File: src/spr_defs.svh
`ifndef SPR_DEFS_SVH
`define SPR_DEFS_SVH

// ==========================================
// serial word layout
`define SPR_WORD_BITS 30
`define SPR_PIX_BITS 24
`define SPR_DE_BIT 24
`define SPR_HS_BIT 25
`define SPR_VS_BIT 26
`define SPR_PARITY_BIT 27

// ==========================================
// lane counts
`define SPR_LANES_1 2'h1
`define SPR_LANES_2 2'h2
`define SPR_LANES_3 2'h3

// ==========================================
// timing
`define SPR_CLK_NS 50
`define SPR_LOSS_NS 2000
`define SPR_LOSS_CYC ((`SPR_LOSS_NS + `SPR_CLK_NS - 1) / `SPR_CLK_NS)
`define SPR_LOCK_PERIODS 4

// ==========================================
// static output levels without a locked link
`define SPR_STATIC_PIX 24'hFFFFFF
`define SPR_STATIC_SYNC 1'h1
`define SPR_STATIC_DE 1'h0
`define SPR_STATIC_PCLK 1'h0

// ==========================================
// register map
`define SPR_REG_STATUS 8'h00
`define SPR_REG_MASK 8'h04
`define SPR_REG_STATE 8'h08
`define SPR_EV_BITS 3
`define SPR_EV_PERR 0
`define SPR_EV_LOCK 1
`define SPR_EV_LOST 2
`define SPR_MASK_RESET 3'h0

`endif

File: src/spr_pkg.sv
`include "spr_defs.svh"

package spr_pkg;

  typedef enum logic [1:0] {mode_shutdown, mode_standby, mode_acquire, mode_active} spr_mode_t;

  // lane count from the two select pins
  function automatic logic [1:0] spr_lanes(input logic sel_a, input logic sel_b);
    spr_lanes = (sel_a == sel_b) ? `SPR_LANES_1 : (sel_b ? `SPR_LANES_3 : `SPR_LANES_2);
  endfunction

  // bit clocks per serial word
  function automatic logic [4:0] spr_cpw(input logic [1:0] lanes);
    logic [4:0] cpw;
    cpw = 5'(`SPR_WORD_BITS);
    if (lanes == `SPR_LANES_3) begin
      cpw = 5'(`SPR_WORD_BITS / 3);
    end else if (lanes == `SPR_LANES_2) begin
      cpw = 5'(`SPR_WORD_BITS / 2);
    end
    return cpw;
  endfunction

  function automatic logic [23:0] spr_rev24(input logic [23:0] v);
    logic [23:0] r;
    r = 24'h000000;
    for (int i = 0; i < 24; i++) begin
      r[i] = v[23 - i];
    end
    return r;
  endfunction

endpackage

File: src/spr_lock.sv
`timescale 1ns/1ps
`include "spr_defs.svh"

// ==========================================
// link clock presence and lock tracking
module spr_lock #(
  parameter int LOSS_CYC = `SPR_LOSS_CYC,
  parameter int LOCK_PERIODS = `SPR_LOCK_PERIODS
) (
  // clock and reset
  input wire logic sys_clk,
  input wire logic rst,
  // link
  input wire logic enable,
  input wire logic link_clk_in,
  input wire logic [4:0] cpw,
  // status
  output logic clk_edge,
  output logic present_q,
  output logic locked_q
);
  localparam int PW = $clog2(LOSS_CYC + 1);
  localparam int GW = $clog2(LOCK_PERIODS + 1);
  localparam logic [PW-1:0] LOSS = PW'(LOSS_CYC);
  localparam logic [GW-1:0] LOCKN = GW'(LOCK_PERIODS);

  logic prev_q;
  logic [PW-1:0] per_q, per_d;
  logic [GW-1:0] good_q, good_d;
  logic period_ok;

  assign clk_edge = link_clk_in & ~prev_q;
  assign per_d = clk_edge ? PW'(1) : ((per_q == LOSS) ? per_q : per_q + PW'(1));
  assign period_ok = (per_q == PW'(cpw));
  // a clock parked high by the far end stops edges, so presence times out (standby)
  assign good_d = (!enable || per_q == LOSS) ? '0 :
                  (!clk_edge ? good_q :
                  (!period_ok ? '0 : ((good_q == LOCKN) ? good_q : good_q + GW'(1))));

  always_ff @(posedge sys_clk or posedge rst) begin
    if (rst) begin
      prev_q <= 1'b1;
      per_q <= LOSS;
      good_q <= '0;
      present_q <= 1'b0;
      locked_q <= 1'b0;
    end else begin
      prev_q <= link_clk_in;
      per_q <= per_d;
      good_q <= good_d;
      present_q <= (per_d != LOSS);
      locked_q <= (good_d == LOCKN);
    end
  end

  property p_bad_period_unlocks;
    @(posedge sys_clk) disable iff (rst) clk_edge && !period_ok |=> !locked_q;
  endproperty
  a_bad_period_unlocks: assert property (p_bad_period_unlocks) else $error("lock kept on bad period");
endmodule

File: src/spr_deser.sv
`timescale 1ns/1ps
`include "spr_defs.svh"

// ==========================================
// single shift register fed by up to three lanes
module spr_deser #(
  parameter int WB = `SPR_WORD_BITS
) (
  // clock and reset
  input wire logic sys_clk,
  input wire logic rst,
  // serial side
  input wire logic [2:0] lane_data,
  input wire logic [1:0] lane_cnt,
  input wire logic [4:0] cpw,
  input wire logic word_start,
  // word side
  output logic word_done_q,
  output logic [WB-1:0] word_q
);
  logic [WB-1:0] sr_q, sr_d, base;
  logic [4:0] cnt_q, cnt_d;
  logic word_done_d;

  // word boundary is the link clock edge; lane zero carries the leading bit of each group
  assign base = word_start ? '0 : sr_q;
  assign sr_d = (lane_cnt == `SPR_LANES_3) ? {base[WB-4:0], lane_data[0], lane_data[1], lane_data[2]} :
                (lane_cnt == `SPR_LANES_2) ? {base[WB-3:0], lane_data[0], lane_data[1]} :
                {base[WB-2:0], lane_data[0]};
  assign cnt_d = word_start ? 5'h1 : cnt_q + 5'h1;
  assign word_done_d = !word_start && (cnt_q == cpw - 5'h1);

  always_ff @(posedge sys_clk or posedge rst) begin
    if (rst) begin
      sr_q <= '0;
      cnt_q <= 5'h0;
      word_done_q <= 1'b0;
      word_q <= '0;
    end else begin
      sr_q <= sr_d;
      cnt_q <= cnt_d;
      word_done_q <= word_done_d;
      if (word_done_d) begin
        word_q <= sr_d;
      end
    end
  end

  property p_word_spacing;
    @(posedge sys_clk) disable iff (rst) word_done_q && !word_start |=> !word_done_q [*8];
  endproperty
  a_word_spacing: assert property (p_word_spacing) else $error("words closer than a word time");
endmodule

File: src/spr_rx.sv
`timescale 1ns/1ps
`include "spr_defs.svh"

// ==========================================
// What this block does
// - Each 30-bit serial word is built up in one shift register fed by the active lanes.
// - A word's 24 pixel bits and three sync bits reach the parallel bus only after parity is checked.
// - A word with good parity leaves the parity error output low.
// - A word with bad parity pulses the parity error output and its pixel is dropped.
// - On bad parity the previously shown word stays on the bus for one more pixel clock.
// - The block locks to the incoming link clock and runs the shift at the lane bit rate.
// - Data is shifted at the bit rate and a recreated pixel clock goes out with the parallel data.
// - Without a link clock the pixel clock, data valid and parity error flag are low and the pixel and sync outputs high.
// - The order input selects RGB most significant first or the full reversal with blue first.
// - The two lane selects choose one, two or three lanes and the sender uses the same count.
// - The receiver enable puts the block in a shutdown mode apart from active and standby.
// - A sender that parks its clock drops the block into standby with no pin change.
// - Enable high runs the receiver; enable low drops the output drivers and the lock.
// - Lane zero always runs, lane one when exactly one select is high, lane two only for 0/1.
// - The edge select aligns the bus to the rising or the falling pixel clock edge.
module spr_rx #(
  parameter int LOSS_CYC = `SPR_LOSS_CYC,
  parameter int LOCK_PERIODS = `SPR_LOCK_PERIODS
) (
  // clock and reset
  input wire logic sys_clk,
  input wire logic rst,
  // serial link
  input wire logic link_clk_in,
  input wire logic serial_lane_zero,
  input wire logic serial_lane_one,
  input wire logic serial_lane_two,
  // control pins
  input wire logic lane_count_sel_a,
  input wire logic lane_count_sel_b,
  input wire logic receiver_on,
  input wire logic out_clock_edge_sel,
  input wire logic bus_order_sel,
  // parallel bus
  output logic [23:0] pixel_bus,
  output logic vertical_sync_out,
  output logic horizontal_sync_out,
  output logic data_valid_window,
  output logic pixel_clock_out,
  output logic parity_error_flag,
  output logic out_drive_en,
  output spr_pkg::spr_mode_t rx_mode,
  // register port
  input wire logic [7:0] reg_addr,
  input wire logic [31:0] reg_wr_data,
  input wire logic reg_wr,
  input wire logic reg_rd,
  output logic [31:0] reg_rd_data,
  output logic irq
);
  import spr_pkg::*;

  // ==========================================
  // lane selection and link tracking
  logic [1:0] lane_cnt;
  logic [4:0] cpw;
  logic [2:0] lane_data;
  logic clk_edge, lk_present, lk_locked;
  logic word_done;
  logic [`SPR_WORD_BITS-1:0] word;

  assign lane_cnt = spr_lanes(lane_count_sel_a, lane_count_sel_b);
  assign cpw = spr_cpw(lane_cnt);
  // unused lanes are forced low so floating inputs never reach the shifter
  assign lane_data = {serial_lane_two & (lane_cnt == `SPR_LANES_3),
                      serial_lane_one & (lane_cnt != `SPR_LANES_1),
                      serial_lane_zero};

  spr_lock #(
    .LOSS_CYC(LOSS_CYC),
    .LOCK_PERIODS(LOCK_PERIODS)
  ) u_lock (
    .sys_clk(sys_clk),
    .rst(rst),
    .enable(receiver_on),
    .link_clk_in(link_clk_in),
    .cpw(cpw),
    .clk_edge(clk_edge),
    .present_q(lk_present),
    .locked_q(lk_locked)
  );

  spr_deser u_deser (
    .sys_clk(sys_clk),
    .rst(rst),
    .lane_data(lane_data),
    .lane_cnt(lane_cnt),
    .cpw(cpw),
    .word_start(clk_edge),
    .word_done_q(word_done),
    .word_q(word)
  );

  // ==========================================
  // operating mode
  spr_mode_t mode_q, mode_d;
  logic act;

  assign mode_d = !receiver_on ? mode_shutdown :
                  (!lk_present ? mode_standby :
                  (!lk_locked ? mode_acquire : mode_active));
  assign act = (mode_d == mode_active);

  // ==========================================
  // parity check and output word
  logic parity_ok, take_good, take_bad;
  logic [23:0] pix_new, pix_q, pix_d;
  logic vs_q, vs_d, hs_q, hs_d, de_q, de_d;
  logic perr_q, perr_d;
  logic [4:0] phase_q, phase_d;
  logic pclk_q, pclk_d;
  logic drive_q;

  // even parity over data and the parity bit itself
  assign parity_ok = ~^word[`SPR_PARITY_BIT:0];
  assign take_good = act && word_done && parity_ok;
  assign take_bad = act && word_done && !parity_ok;
  assign pix_new = bus_order_sel ? spr_rev24(word[`SPR_PIX_BITS-1:0])
                                 : word[`SPR_PIX_BITS-1:0];

  // bad words leave the held word in place for one more pixel clock
  assign pix_d = !act ? `SPR_STATIC_PIX : (take_good ? pix_new : pix_q);
  assign vs_d = !act ? `SPR_STATIC_SYNC : (take_good ? word[`SPR_VS_BIT] : vs_q);
  assign hs_d = !act ? `SPR_STATIC_SYNC : (take_good ? word[`SPR_HS_BIT] : hs_q);
  assign de_d = !act ? `SPR_STATIC_DE : (take_good ? word[`SPR_DE_BIT] : de_q);
  // flag spans one word time: set at a bad word, dropped at the next word
  assign perr_d = act && (word_done ? !parity_ok : perr_q);

  // pixel clock regenerated from the bit clock, one period per word
  assign phase_d = word_done ? 5'h0 : ((phase_q == cpw - 5'h1) ? phase_q : phase_q + 5'h1);
  assign pclk_d = act ? ((phase_d < (cpw >> 1)) ^ out_clock_edge_sel) : `SPR_STATIC_PCLK;

  always_ff @(posedge sys_clk or posedge rst) begin
    if (rst) begin
      mode_q <= mode_shutdown;
      pix_q <= `SPR_STATIC_PIX;
      vs_q <= `SPR_STATIC_SYNC;
      hs_q <= `SPR_STATIC_SYNC;
      de_q <= `SPR_STATIC_DE;
      perr_q <= 1'b0;
      phase_q <= 5'h0;
      pclk_q <= `SPR_STATIC_PCLK;
      drive_q <= 1'b0;
    end else begin
      mode_q <= mode_d;
      pix_q <= pix_d;
      vs_q <= vs_d;
      hs_q <= hs_d;
      de_q <= de_d;
      perr_q <= perr_d;
      phase_q <= phase_d;
      pclk_q <= pclk_d;
      drive_q <= receiver_on;
    end
  end

  assign pixel_bus = pix_q;
  assign vertical_sync_out = vs_q;
  assign horizontal_sync_out = hs_q;
  assign data_valid_window = de_q;
  assign pixel_clock_out = pclk_q;
  assign parity_error_flag = perr_q;
  assign out_drive_en = drive_q;
  assign rx_mode = mode_q;

  // ==========================================
  // event status, mask and interrupt
  logic [`SPR_EV_BITS-1:0] ev, status_q, status_d, mask_q, mask_d;
  logic rd_status, wr_mask;
  logic [31:0] rd_word, rd_q;
  logic irq_q;

  assign ev[`SPR_EV_PERR] = take_bad;
  assign ev[`SPR_EV_LOCK] = act && (mode_q != mode_active);
  assign ev[`SPR_EV_LOST] = (mode_d == mode_standby) && (mode_q != mode_standby)
                            && (mode_q != mode_shutdown);
  assign rd_status = reg_rd && (reg_addr == `SPR_REG_STATUS);
  assign wr_mask = reg_wr && (reg_addr == `SPR_REG_MASK);
  // a new event in the clearing read's cycle survives the clear
  assign status_d = (rd_status ? '0 : status_q) | ev;
  assign mask_d = wr_mask ? reg_wr_data[`SPR_EV_BITS-1:0] : mask_q;
  assign rd_word = (reg_addr == `SPR_REG_STATUS) ? 32'(status_q) :
                   (reg_addr == `SPR_REG_MASK) ? 32'(mask_q) :
                   (reg_addr == `SPR_REG_STATE) ? 32'({lane_cnt, mode_q, lk_locked, lk_present}) :
                   32'h00000000;

  always_ff @(posedge sys_clk or posedge rst) begin
    if (rst) begin
      status_q <= '0;
      mask_q <= `SPR_MASK_RESET;
      rd_q <= 32'h00000000;
      irq_q <= 1'b0;
    end else begin
      status_q <= status_d;
      mask_q <= mask_d;
      rd_q <= reg_rd ? rd_word : 32'h00000000;
      irq_q <= |(status_d & mask_d);
    end
  end

  assign reg_rd_data = rd_q;
  assign irq = irq_q;

  // ==========================================
  // checks
  property p_good_word_no_error;
    @(posedge sys_clk) disable iff (rst) take_good |=> !perr_q;
  endproperty
  a_good_word_no_error: assert property (p_good_word_no_error) else $error("error on good word");

  property p_bad_word_flags;
    @(posedge sys_clk) disable iff (rst) take_bad |=> perr_q && $stable(pix_q) && $stable(de_q);
  endproperty
  a_bad_word_flags: assert property (p_bad_word_flags) else $error("bad word not dropped");

  property p_bad_word_held;
    @(posedge sys_clk) disable iff (rst)
      take_bad ##1 (act && !word_done) |=> $stable(pix_q) && $stable(vs_q) && $stable(hs_q);
  endproperty
  a_bad_word_held: assert property (p_bad_word_held) else $error("held word changed");

  property p_good_word_shown;
    @(posedge sys_clk) disable iff (rst)
      take_good |=> de_q == $past(word[`SPR_DE_BIT]) && vs_q == $past(word[`SPR_VS_BIT]);
  endproperty
  a_good_word_shown: assert property (p_good_word_shown) else $error("controls not shown");

  property p_swap_order;
    @(posedge sys_clk) disable iff (rst)
      take_good && bus_order_sel |=> pix_q == spr_rev24($past(word[`SPR_PIX_BITS-1:0]));
  endproperty
  a_swap_order: assert property (p_swap_order) else $error("reversed order wrong");

  property p_no_clock_static;
    @(posedge sys_clk) disable iff (rst)
      !lk_present |=> !pclk_q && !de_q && (pix_q == `SPR_STATIC_PIX) && vs_q && hs_q;
  endproperty
  a_no_clock_static: assert property (p_no_clock_static) else $error("bus not static");

  property p_shutdown;
    @(posedge sys_clk) disable iff (rst)
      !receiver_on |=> !drive_q && (mode_q == mode_shutdown) && !pclk_q;
  endproperty
  a_shutdown: assert property (p_shutdown) else $error("shutdown not entered");

  property p_error_pulse_span;
    @(posedge sys_clk) disable iff (rst) perr_q && act && !word_done |=> perr_q;
  endproperty
  a_error_pulse_span: assert property (p_error_pulse_span) else $error("error pulse cut short");

  property p_unlocked_static;
    @(posedge sys_clk) disable iff (rst) !lk_locked |=> !de_q && !perr_q && !pclk_q;
  endproperty
  a_unlocked_static: assert property (p_unlocked_static) else $error("output while unlocked");

  property p_pclk_polarity;
    @(posedge sys_clk) disable iff (rst)
      take_good && cpw > 5'h1 |=> pclk_q == !$past(out_clock_edge_sel);
  endproperty
  a_pclk_polarity: assert property (p_pclk_polarity) else $error("pixel clock edge wrong");

  property p_forward_order;
    @(posedge sys_clk) disable iff (rst)
      take_good && !bus_order_sel |=> pix_q == $past(word[`SPR_PIX_BITS-1:0]);
  endproperty
  a_forward_order: assert property (p_forward_order) else $error("forward order wrong");

  property p_hsync_shown;
    @(posedge sys_clk) disable iff (rst)
      take_good |=> hs_q == $past(word[`SPR_HS_BIT]);
  endproperty
  a_hsync_shown: assert property (p_hsync_shown) else $error("hsync not shown");

  property p_standby_static;
    @(posedge sys_clk) disable iff (rst)
      mode_q == mode_standby |-> !pclk_q && !de_q && !perr_q && (pix_q == `SPR_STATIC_PIX);
  endproperty
  a_standby_static: assert property (p_standby_static) else $error("standby bus moving");

  property p_shutdown_static;
    @(posedge sys_clk) disable iff (rst)
      mode_q == mode_shutdown |-> !pclk_q && !de_q && vs_q && hs_q;
  endproperty
  a_shutdown_static: assert property (p_shutdown_static) else $error("shutdown bus moving");

  property p_unused_lanes_low;
    @(posedge sys_clk) disable iff (rst)
      lane_cnt == `SPR_LANES_1 |-> lane_data[2:1] == 2'h0;
  endproperty
  a_unused_lanes_low: assert property (p_unused_lanes_low) else $error("idle lane leaks");

  property p_drive_on;
    @(posedge sys_clk) disable iff (rst) receiver_on |=> drive_q;
  endproperty
  a_drive_on: assert property (p_drive_on) else $error("drivers not enabled");

  property p_error_source;
    @(posedge sys_clk) disable iff (rst) $rose(perr_q) |-> $past(take_bad);
  endproperty
  a_error_source: assert property (p_error_source) else $error("error without bad word");
endmodule

File: config.mk
export PLATFORM = sky130hd
export DESIGN_NAME = spr_rx
export DESIGN_NICKNAME = d
export VERILOG_FILES = /design/src/spr_pkg.sv /design/src/spr_lock.sv /design/src/spr_deser.sv /design/src/spr_rx.sv
export VERILOG_INCLUDE_DIRS = /design/src
export SDC_FILE = /design/constraint.sdc
export NUM_CORES = 1
export LEC_CHECK = 0
export ABC_AREA = 1
export BUFFER_PORTS_ARGS = -buffer_cell sky130_fd_sc_hd__buf_2
export CORE_MARGIN = 4
export CORE_UTILIZATION = 40
export DETAILED_ROUTE_END_ITERATION = 16
export GPL_TIMING_DRIVEN = 1
export PLACE_DENSITY = 0.65
export SLEW_MARGIN = 20
export SYNTH_ARGS = -nofsm -noshare
export SYNTH_HDL_FRONTEND = slang
export SYNTH_SLANG_ARGS = --single-unit
File: constraint.sdc
create_clock -name sys_clk -period 4.5 [get_ports sys_clk]
set_input_delay 0.9 -clock sys_clk [delete_from_list [all_inputs] [get_ports sys_clk]]
set_output_delay 0.9 -clock sys_clk [all_outputs]
set_load 0.03 [all_outputs]
==> qor.yml, run 1 <==
route.detailed.drc: 0
gp_congestion: 0.849
vias: 5630
synthDistinctLibCells: 34
path_buf_inv: 2
tns_ps: 0
critPathMaxStageDelay_ps: 510
ant_nets: 0
status: "complete, no violations"
grt_use_total: 0.154
drt_iter0_markers: 406
drive_gt1_frac: 0.147
ys_seq_area_frac: 0.461
grt_antenna_before_repair: 0
powerDensity_mw_per_mm2: 531
pre_cts_ws_ps: 1510
synth_area_leaders: "dfrtp_1, nand2_1, dfstp_2"
die_area_mm2: 0.0190
period_share: 0.573
fin_skew_ps: 6.82
postRouteWirelength_um: 14400
critPathTopFamily: "adder cells"
peakVddDrop_v: 0.000271
synth_edf_count: 0
start_util: 0.408
ys_warn_count: 0
fp-row-count: 47
grt_pass1_wl_um: 24700
cts_resized: 0
cpMostUsedCell: "nand2_1"
crit_fanout: 12
worstSetupStartpointType: "input pin"
clock_sinks: 123
worst_hold_path_type: "input pin to asynchronous set/reset pin"
netlist_instances: 892
cts_buffers: 17
syn_avg_cell_area_um2: 7.58
die_width_um: 138
portBuffers: 62
yosys.area.top_type: "dfrtp_1"
layout_setup_ws_ps: 1920
num-nets-final: 1008
critPathArrivalTime_ps: 2880
path_cells: "buf_2 -> inv_1 -> ha_1 -> xor2_1 -> nand3_1 -> nand2_1 -> a21oi_1 -> ha_1 -> nand4_1 -> nand2_1 -> nand2_1 -> a21oi_1 -> nor2_1"
slowest_stage: "ha_1"
yosys.area.top_type_share: 0.348
max_slew.worst_pin.slew_ps: 853
drv_cap: 0
cts_tree: "built"
avgViaCountPerCell: 4.78
hold_violations: 0
synthArstFlopShare: 1.00
ctsHoldBuffers: 0
timing.hold.ws_ps: 467
clk_pin_slew_ps: 50
cts_root_buf: "clkbuf_16"
ys_ff_latch: 123
areaGrowthSynthToFinish_pct: 15.0
required_ps: 4800
grt_max_degree: 97
dp_hpwl_um: 10100
num_antenna_cells: 0
setup_viol: 0
ys.flop_type: "dfrtp_1"
nFillCells: 1593
wl_per_cell_um: 12.2
slew_viol_final: 0
fmax_mhz: 388
htree_levels: 4
syn_area_mm2: 0.00676
dr.pass1.iters: 5
design.core.area_mm2: 0.0166
rsz0062_at_grt: "no"
crit_type: "input pin to flip-flop"
grt_pass1_vias: 5232
clk_latency_ps: 410
die_h_um: 138
fin_crit_ps: 2580
ios: 118
clock_path_buffers: 2
r2r_setup_slack_ps: 2230
slew_headroom: 0.431
grt_overflow: 0
p_leak_nw: 3.97
endpoint_kind: "flip-flop"
cts_setup_buffers: 0
[registers in the layout (all words and copies together) (netlist names), 5 cells and up]
register,count
u_deser.word_q,28
pixel_bus,24
reg_rd_data,6
u_deser.sr_q,27
u_lock.per_q,6
phase_q,5
u_deser.cnt_q,5
[synthesized netlist by cell type (2+ instances only)]
library cell,n
nand4_1,5
ha_1,11
buf_4,28
buf_2,2
nor2_2,2
nand2_1,326
inv_1,101
nand3_1,73
a21oi_1,15
clkinv_1,2
nand3b_1,2
o21ai_0,49
mux2_2,2
nor3_1,8
o211ai_1,49
xor2_1,8
dfrtp_1,94
clkbuf_1,28
dfstp_2,29
nand2_2,4
buf_6,2
nor2_1,35
xnor2_1,6
[layout by cell type, fill, tap and decap left out, types with 2 or more instances in the layout]
cell       Yosys  layout
clkinv_1       2       2
dfstp_2       29      29
nand3_1       73      73
xor2_1         8       8
o211ai_1      49      49
a21oi_1       15      15
nand4_1        5       5
ha_1          11      11
xnor2_1        6       6
clkbuf_1      28       4
clkbuf_16      0      17
mux2_2         2       2
inv_1        101     100
nand2_1      326     326
nand2_2        4       4
nor2_1        35      34
buf_4         28       6
dfrtp_1       94      94
nor3_1         8       8
nand3b_1       2       2
o21ai_0       49      49
conb_1         1      26
bufinv_16      0       3
clkinv_2       0       3
nor2_2         2       2
clkbuf_8       0       4
buf_2          2      62
[worst register-to-register path, cell delays in order, from the launching register on]
cell and delay (ps):
dfrtp_1 450, nand2_1 120, inv_1 40, nor2_1 120, nand2_1 70, nand2_1 60
nand2_1 40, nand2_1 120, inv_1 70, nand2_1 50, nand2_1 100, nand2_2 110
nand3_4 280, nand2_4 390, nand2_1 120, nand2_1 80
[metal layers]
metal / vias up / wire, µm / share of wire / GRT usage
li1: 2918 / - / - / -
met1: 2575 / 7070 / 0.49 / 0.212
met2: 118 / 6330 / 0.44 / 0.234
met3: 19 / 675 / 0.047 / 0.0411
met4: 0 / 287 / 0.020 / 0.0593
met5: - / 0 / 0 / 0
[kinds of logic after synthesis]
family,share of synthesized area
and+or+nand+nor,0.282
buffers and inverters,0.109
DFF,0.461
AOI/OAI and AO/OA,0.104
xor gates and xnor gates,0.0181
adders and majority gates,0.0204
muxes,0.00500
other,0.000555
[area by class of cell]
type,instances,area (µm²),area share
multi-input cells,630,3010,0.387
well taps,220,275,0.0354
clock inverters,7,113,0.0145
repair buffers,69,375,0.0483
flip-flops and latches,123,3110,0.401
clock buffers,25,495,0.0637
inverters,103,389,0.0501
[power by group]
part	internal [mW]	total (mW)	switching, mW
clock	0.927	1.40	0.475
combinational	0.428	1.25	0.818
sequential	1.29	1.48	0.190
[path summary, 6_finish.rpt]
check                      cells after the start           startpoint                  end
max                                           13     lane_count_sel_a      pixel_clock_out
min                                            2                  rst    data_valid_window
max reg2reg                                   15    u_deser.word_q[9]        pixel_bus[10]
min reg2reg                                    2  horizontal_sync_out  horizontal_sync_out
max in group asynchronous                      3                  rst   u_deser.word_q[15]
min in group sys_clk                           2  horizontal_sync_out  horizontal_sync_out
[per-stage QoR]
stage / instance area [µm²] / std cells / power [mW] / util
4_1_cts: 7770 / 1177 / 4.16 / 0.469
3_3_place_gp: 7160 / 1145 / 2.69 / 0.432
6_report: 7770 / 1177 / 4.13 / 0.469
5_1_grt: 7770 / 1177 / 4.44 / 0.469
3_5_place_dp: 7160 / 1145 / 2.74 / 0.432
2_1_floorplan: 6860 / 917 / 2.48 / -
No activity file was read; power rests on OpenSTA's default activity.
==> run 2: changes to the inputs <==
--- a/config.mk
+++ b/config.mk
@@ -12,7 +12,7 @@
 export CORE_UTILIZATION = 40
 export DETAILED_ROUTE_END_ITERATION = 16
 export GPL_TIMING_DRIVEN = 1
-export PLACE_DENSITY = 0.65
+export PLACE_DENSITY = 0.68
 export SLEW_MARGIN = 20
 export SYNTH_ARGS = -nofsm -noshare
 export SYNTH_HDL_FRONTEND = slang
==> constraint.sdc (replaced) <==
create_clock -name sys_clk -period 2.25 [get_ports sys_clk]
set_input_delay 0.45 -clock sys_clk [delete_from_list [all_inputs] [get_ports sys_clk]]
set_output_delay 0.45 -clock sys_clk [all_outputs]
set_load 0.03 [all_outputs]
==> qor.yml, run 2 (same netlist as run 1, synthesis figures left out) <==
cts_tree: "built"
drive_gt1_frac: 0.165  # +0.0181
final_util: 0.478  # +0.00913
ant_nets: 0  # unchanged
clk_latency_ps: 420  # about the same
grt_pass1_vias: 5225  # -0.13%
fin_skew_ps: 4.84  # -1.97 ps
dp_hpwl_um: 10300  # +1.9%
clk_pin_slew_ps: 60  # about the same
die_h_um: 138  # unchanged
rsz0062_at_grt: "no"
gp_congestion: 0.792  # -6.7%
clock_sinks: 123  # unchanged
period_share: 0.877
cts_resized: 0  # unchanged
slew_viol_final: 0  # unchanged
vias: 5712  # +1.5%
drt_iter0_markers: 426  # +4.9%
start_util: 0.408  # unchanged
critPathArrivalTime_ps: 2330  # -550 ps
htree_levels: 4  # unchanged
die_area_mm2: 0.0190  # unchanged
mostFrequentLayoutCells: "nand2_1, inv_1, dfrtp_1"
totalPowerFinal_mw: 8.23  # +99%
layout_commonest_cell: "nand2_1"
stdcell_area_mm2: 0.00792  # +1.9%
grt_max_degree: 81  # -16%
layout_setup_ws_ps: 277  # -1640 ps
num-nets-final: 1024  # +1.6%
setup_viol: 0  # unchanged
grt_pass1_wl_um: 24700  # -0.28%
max_flop_register: "u_deser.word_q"
grt_use_total: 0.153  # -0.00106
hold_violations: 0  # unchanged
fmax_mhz: 507
crit_fanout: 27  # +15
cts_setup_buffers: 0  # unchanged
peakVddDrop_v: 0.000570  # +110%
cts_buffers: 17  # unchanged
place_inst: 1161  # +1.4%
ios: 118  # unchanged
largest_reg_flops: 28  # unchanged
post_dp_cell_area_mm2: 0.00732  # +2.2%
status: "complete, no violations"
endpoint_kind: "flip-flop"
grt_antenna_before_repair: 0  # unchanged
fp-row-count: 47  # unchanged
required_ps: 2610  # -2190 ps
cts_root_buf: "clkbuf_16"
die_width_um: 138  # unchanged
route.detailed.drc: 0  # unchanged
drv_cap: 0  # unchanged
wl_per_cell_um: 12.1  # -1.1%
timing.hold.ws_ps: 137  # -331 ps
ctsHoldBuffers: 0  # unchanged
pre_cts_ws_ps: -57.2  # -1560 ps
postRouteWirelength_um: 14400  # +0.28%
avgViaCountPerCell: 4.79  # about the same
nFillCells: 1609  # +1.0%
final_cells: 1193  # +1.4%
num_antenna_cells: 0  # unchanged
design.core.area_mm2: 0.0166  # unchanged
crit_type: "flip-flop to flip-flop"
grt_overflow: 0  # unchanged
p_leak_nw: 4.03  # +1.5%
fin_crit_ps: 1970
portBuffers: 62  # unchanged
reg2regPathDepth: 14  # -1
dr.pass1.iters: 5  # unchanged
clock_path_buffers: 2  # unchanged
areaGrowthSynthToFinish_pct: 17.2
worstSetupStartpointType: "flip-flop"
worst_hold_path_type: "input pin to asynchronous set/reset pin"
tns_ps: 0  # unchanged
powerDensity_mw_per_mm2: 1040  # +96%
## run 2: cell types whose count changed in the layout (fill, tap and decap cells not counted)
cell        change
inv_4           -1
clkinv_4        +1
inv_6           +1
clkbuf_8        -4
clkbuf_1        -4
buf_12          +3
clkinvlp_4      +7
buf_4          +13
## run 2: cell type report
class                   instances  area [µm²]  area share
inverters                     103         390      0.0493
clock inverters                15         175      0.0221
multi-input cells             630        3010       0.380
well taps                     220         275      0.0347
repair buffers                 85         533      0.0673
flip-flops and latches        123        3110       0.393
clock buffers                  17         425      0.0537
## run 2: final timing paths
check / slack (ps) / to / start
hold / removal: 140 / u_deser.word_q[17] / rst
setup / recovery: 280 / pixel_bus[4] / u_deser.word_q[8]
hold reg to reg: 480 / pixel_bus[6] / pixel_bus[6]
min in group sys_clk: 150 / u_lock.prev_q / link_clk_in
max in group asynchronous: 1700 / u_lock.prev_q / rst
setup reg to reg: 280 / pixel_bus[4] / u_deser.word_q[8]
## run 2: where the power goes
part           switching (mW)  total, mW  internal (mW)
Sequential              0.378       2.95           2.57
Clock                    1.02       2.75           1.73
Combinational            1.64       2.52          0.881
Total                    3.04       8.23           5.19
## run 2: routing by layer
| metal | up-vias | GRT usage | part of all wire |
|---|---|---|---|
| li1 | 2954 | - | - |
| met1 | 2625 | 0.207 | 0.48 |
| met2 | 115 | 0.241 | 0.46 |
| met3 | 18 | 0.0369 | 0.044 |
| met4 | 0 | 0.0556 | 0.015 |
| met5 | - | 0 | 0 |
## run 2: critical path, cell delays in order, from the launching register on
cell	delay (ps)
dfrtp_1	430
nand2_1	110
inv_1	50
nor2_1	140
nand2_1	70
nand2_1	60
nand2_1	40
nand2_1	130
nand2_1	70
nand2_1	120
nand2_2	90
nand3_4	80
buf_4	280
nand3_1	140
nand2_1	100
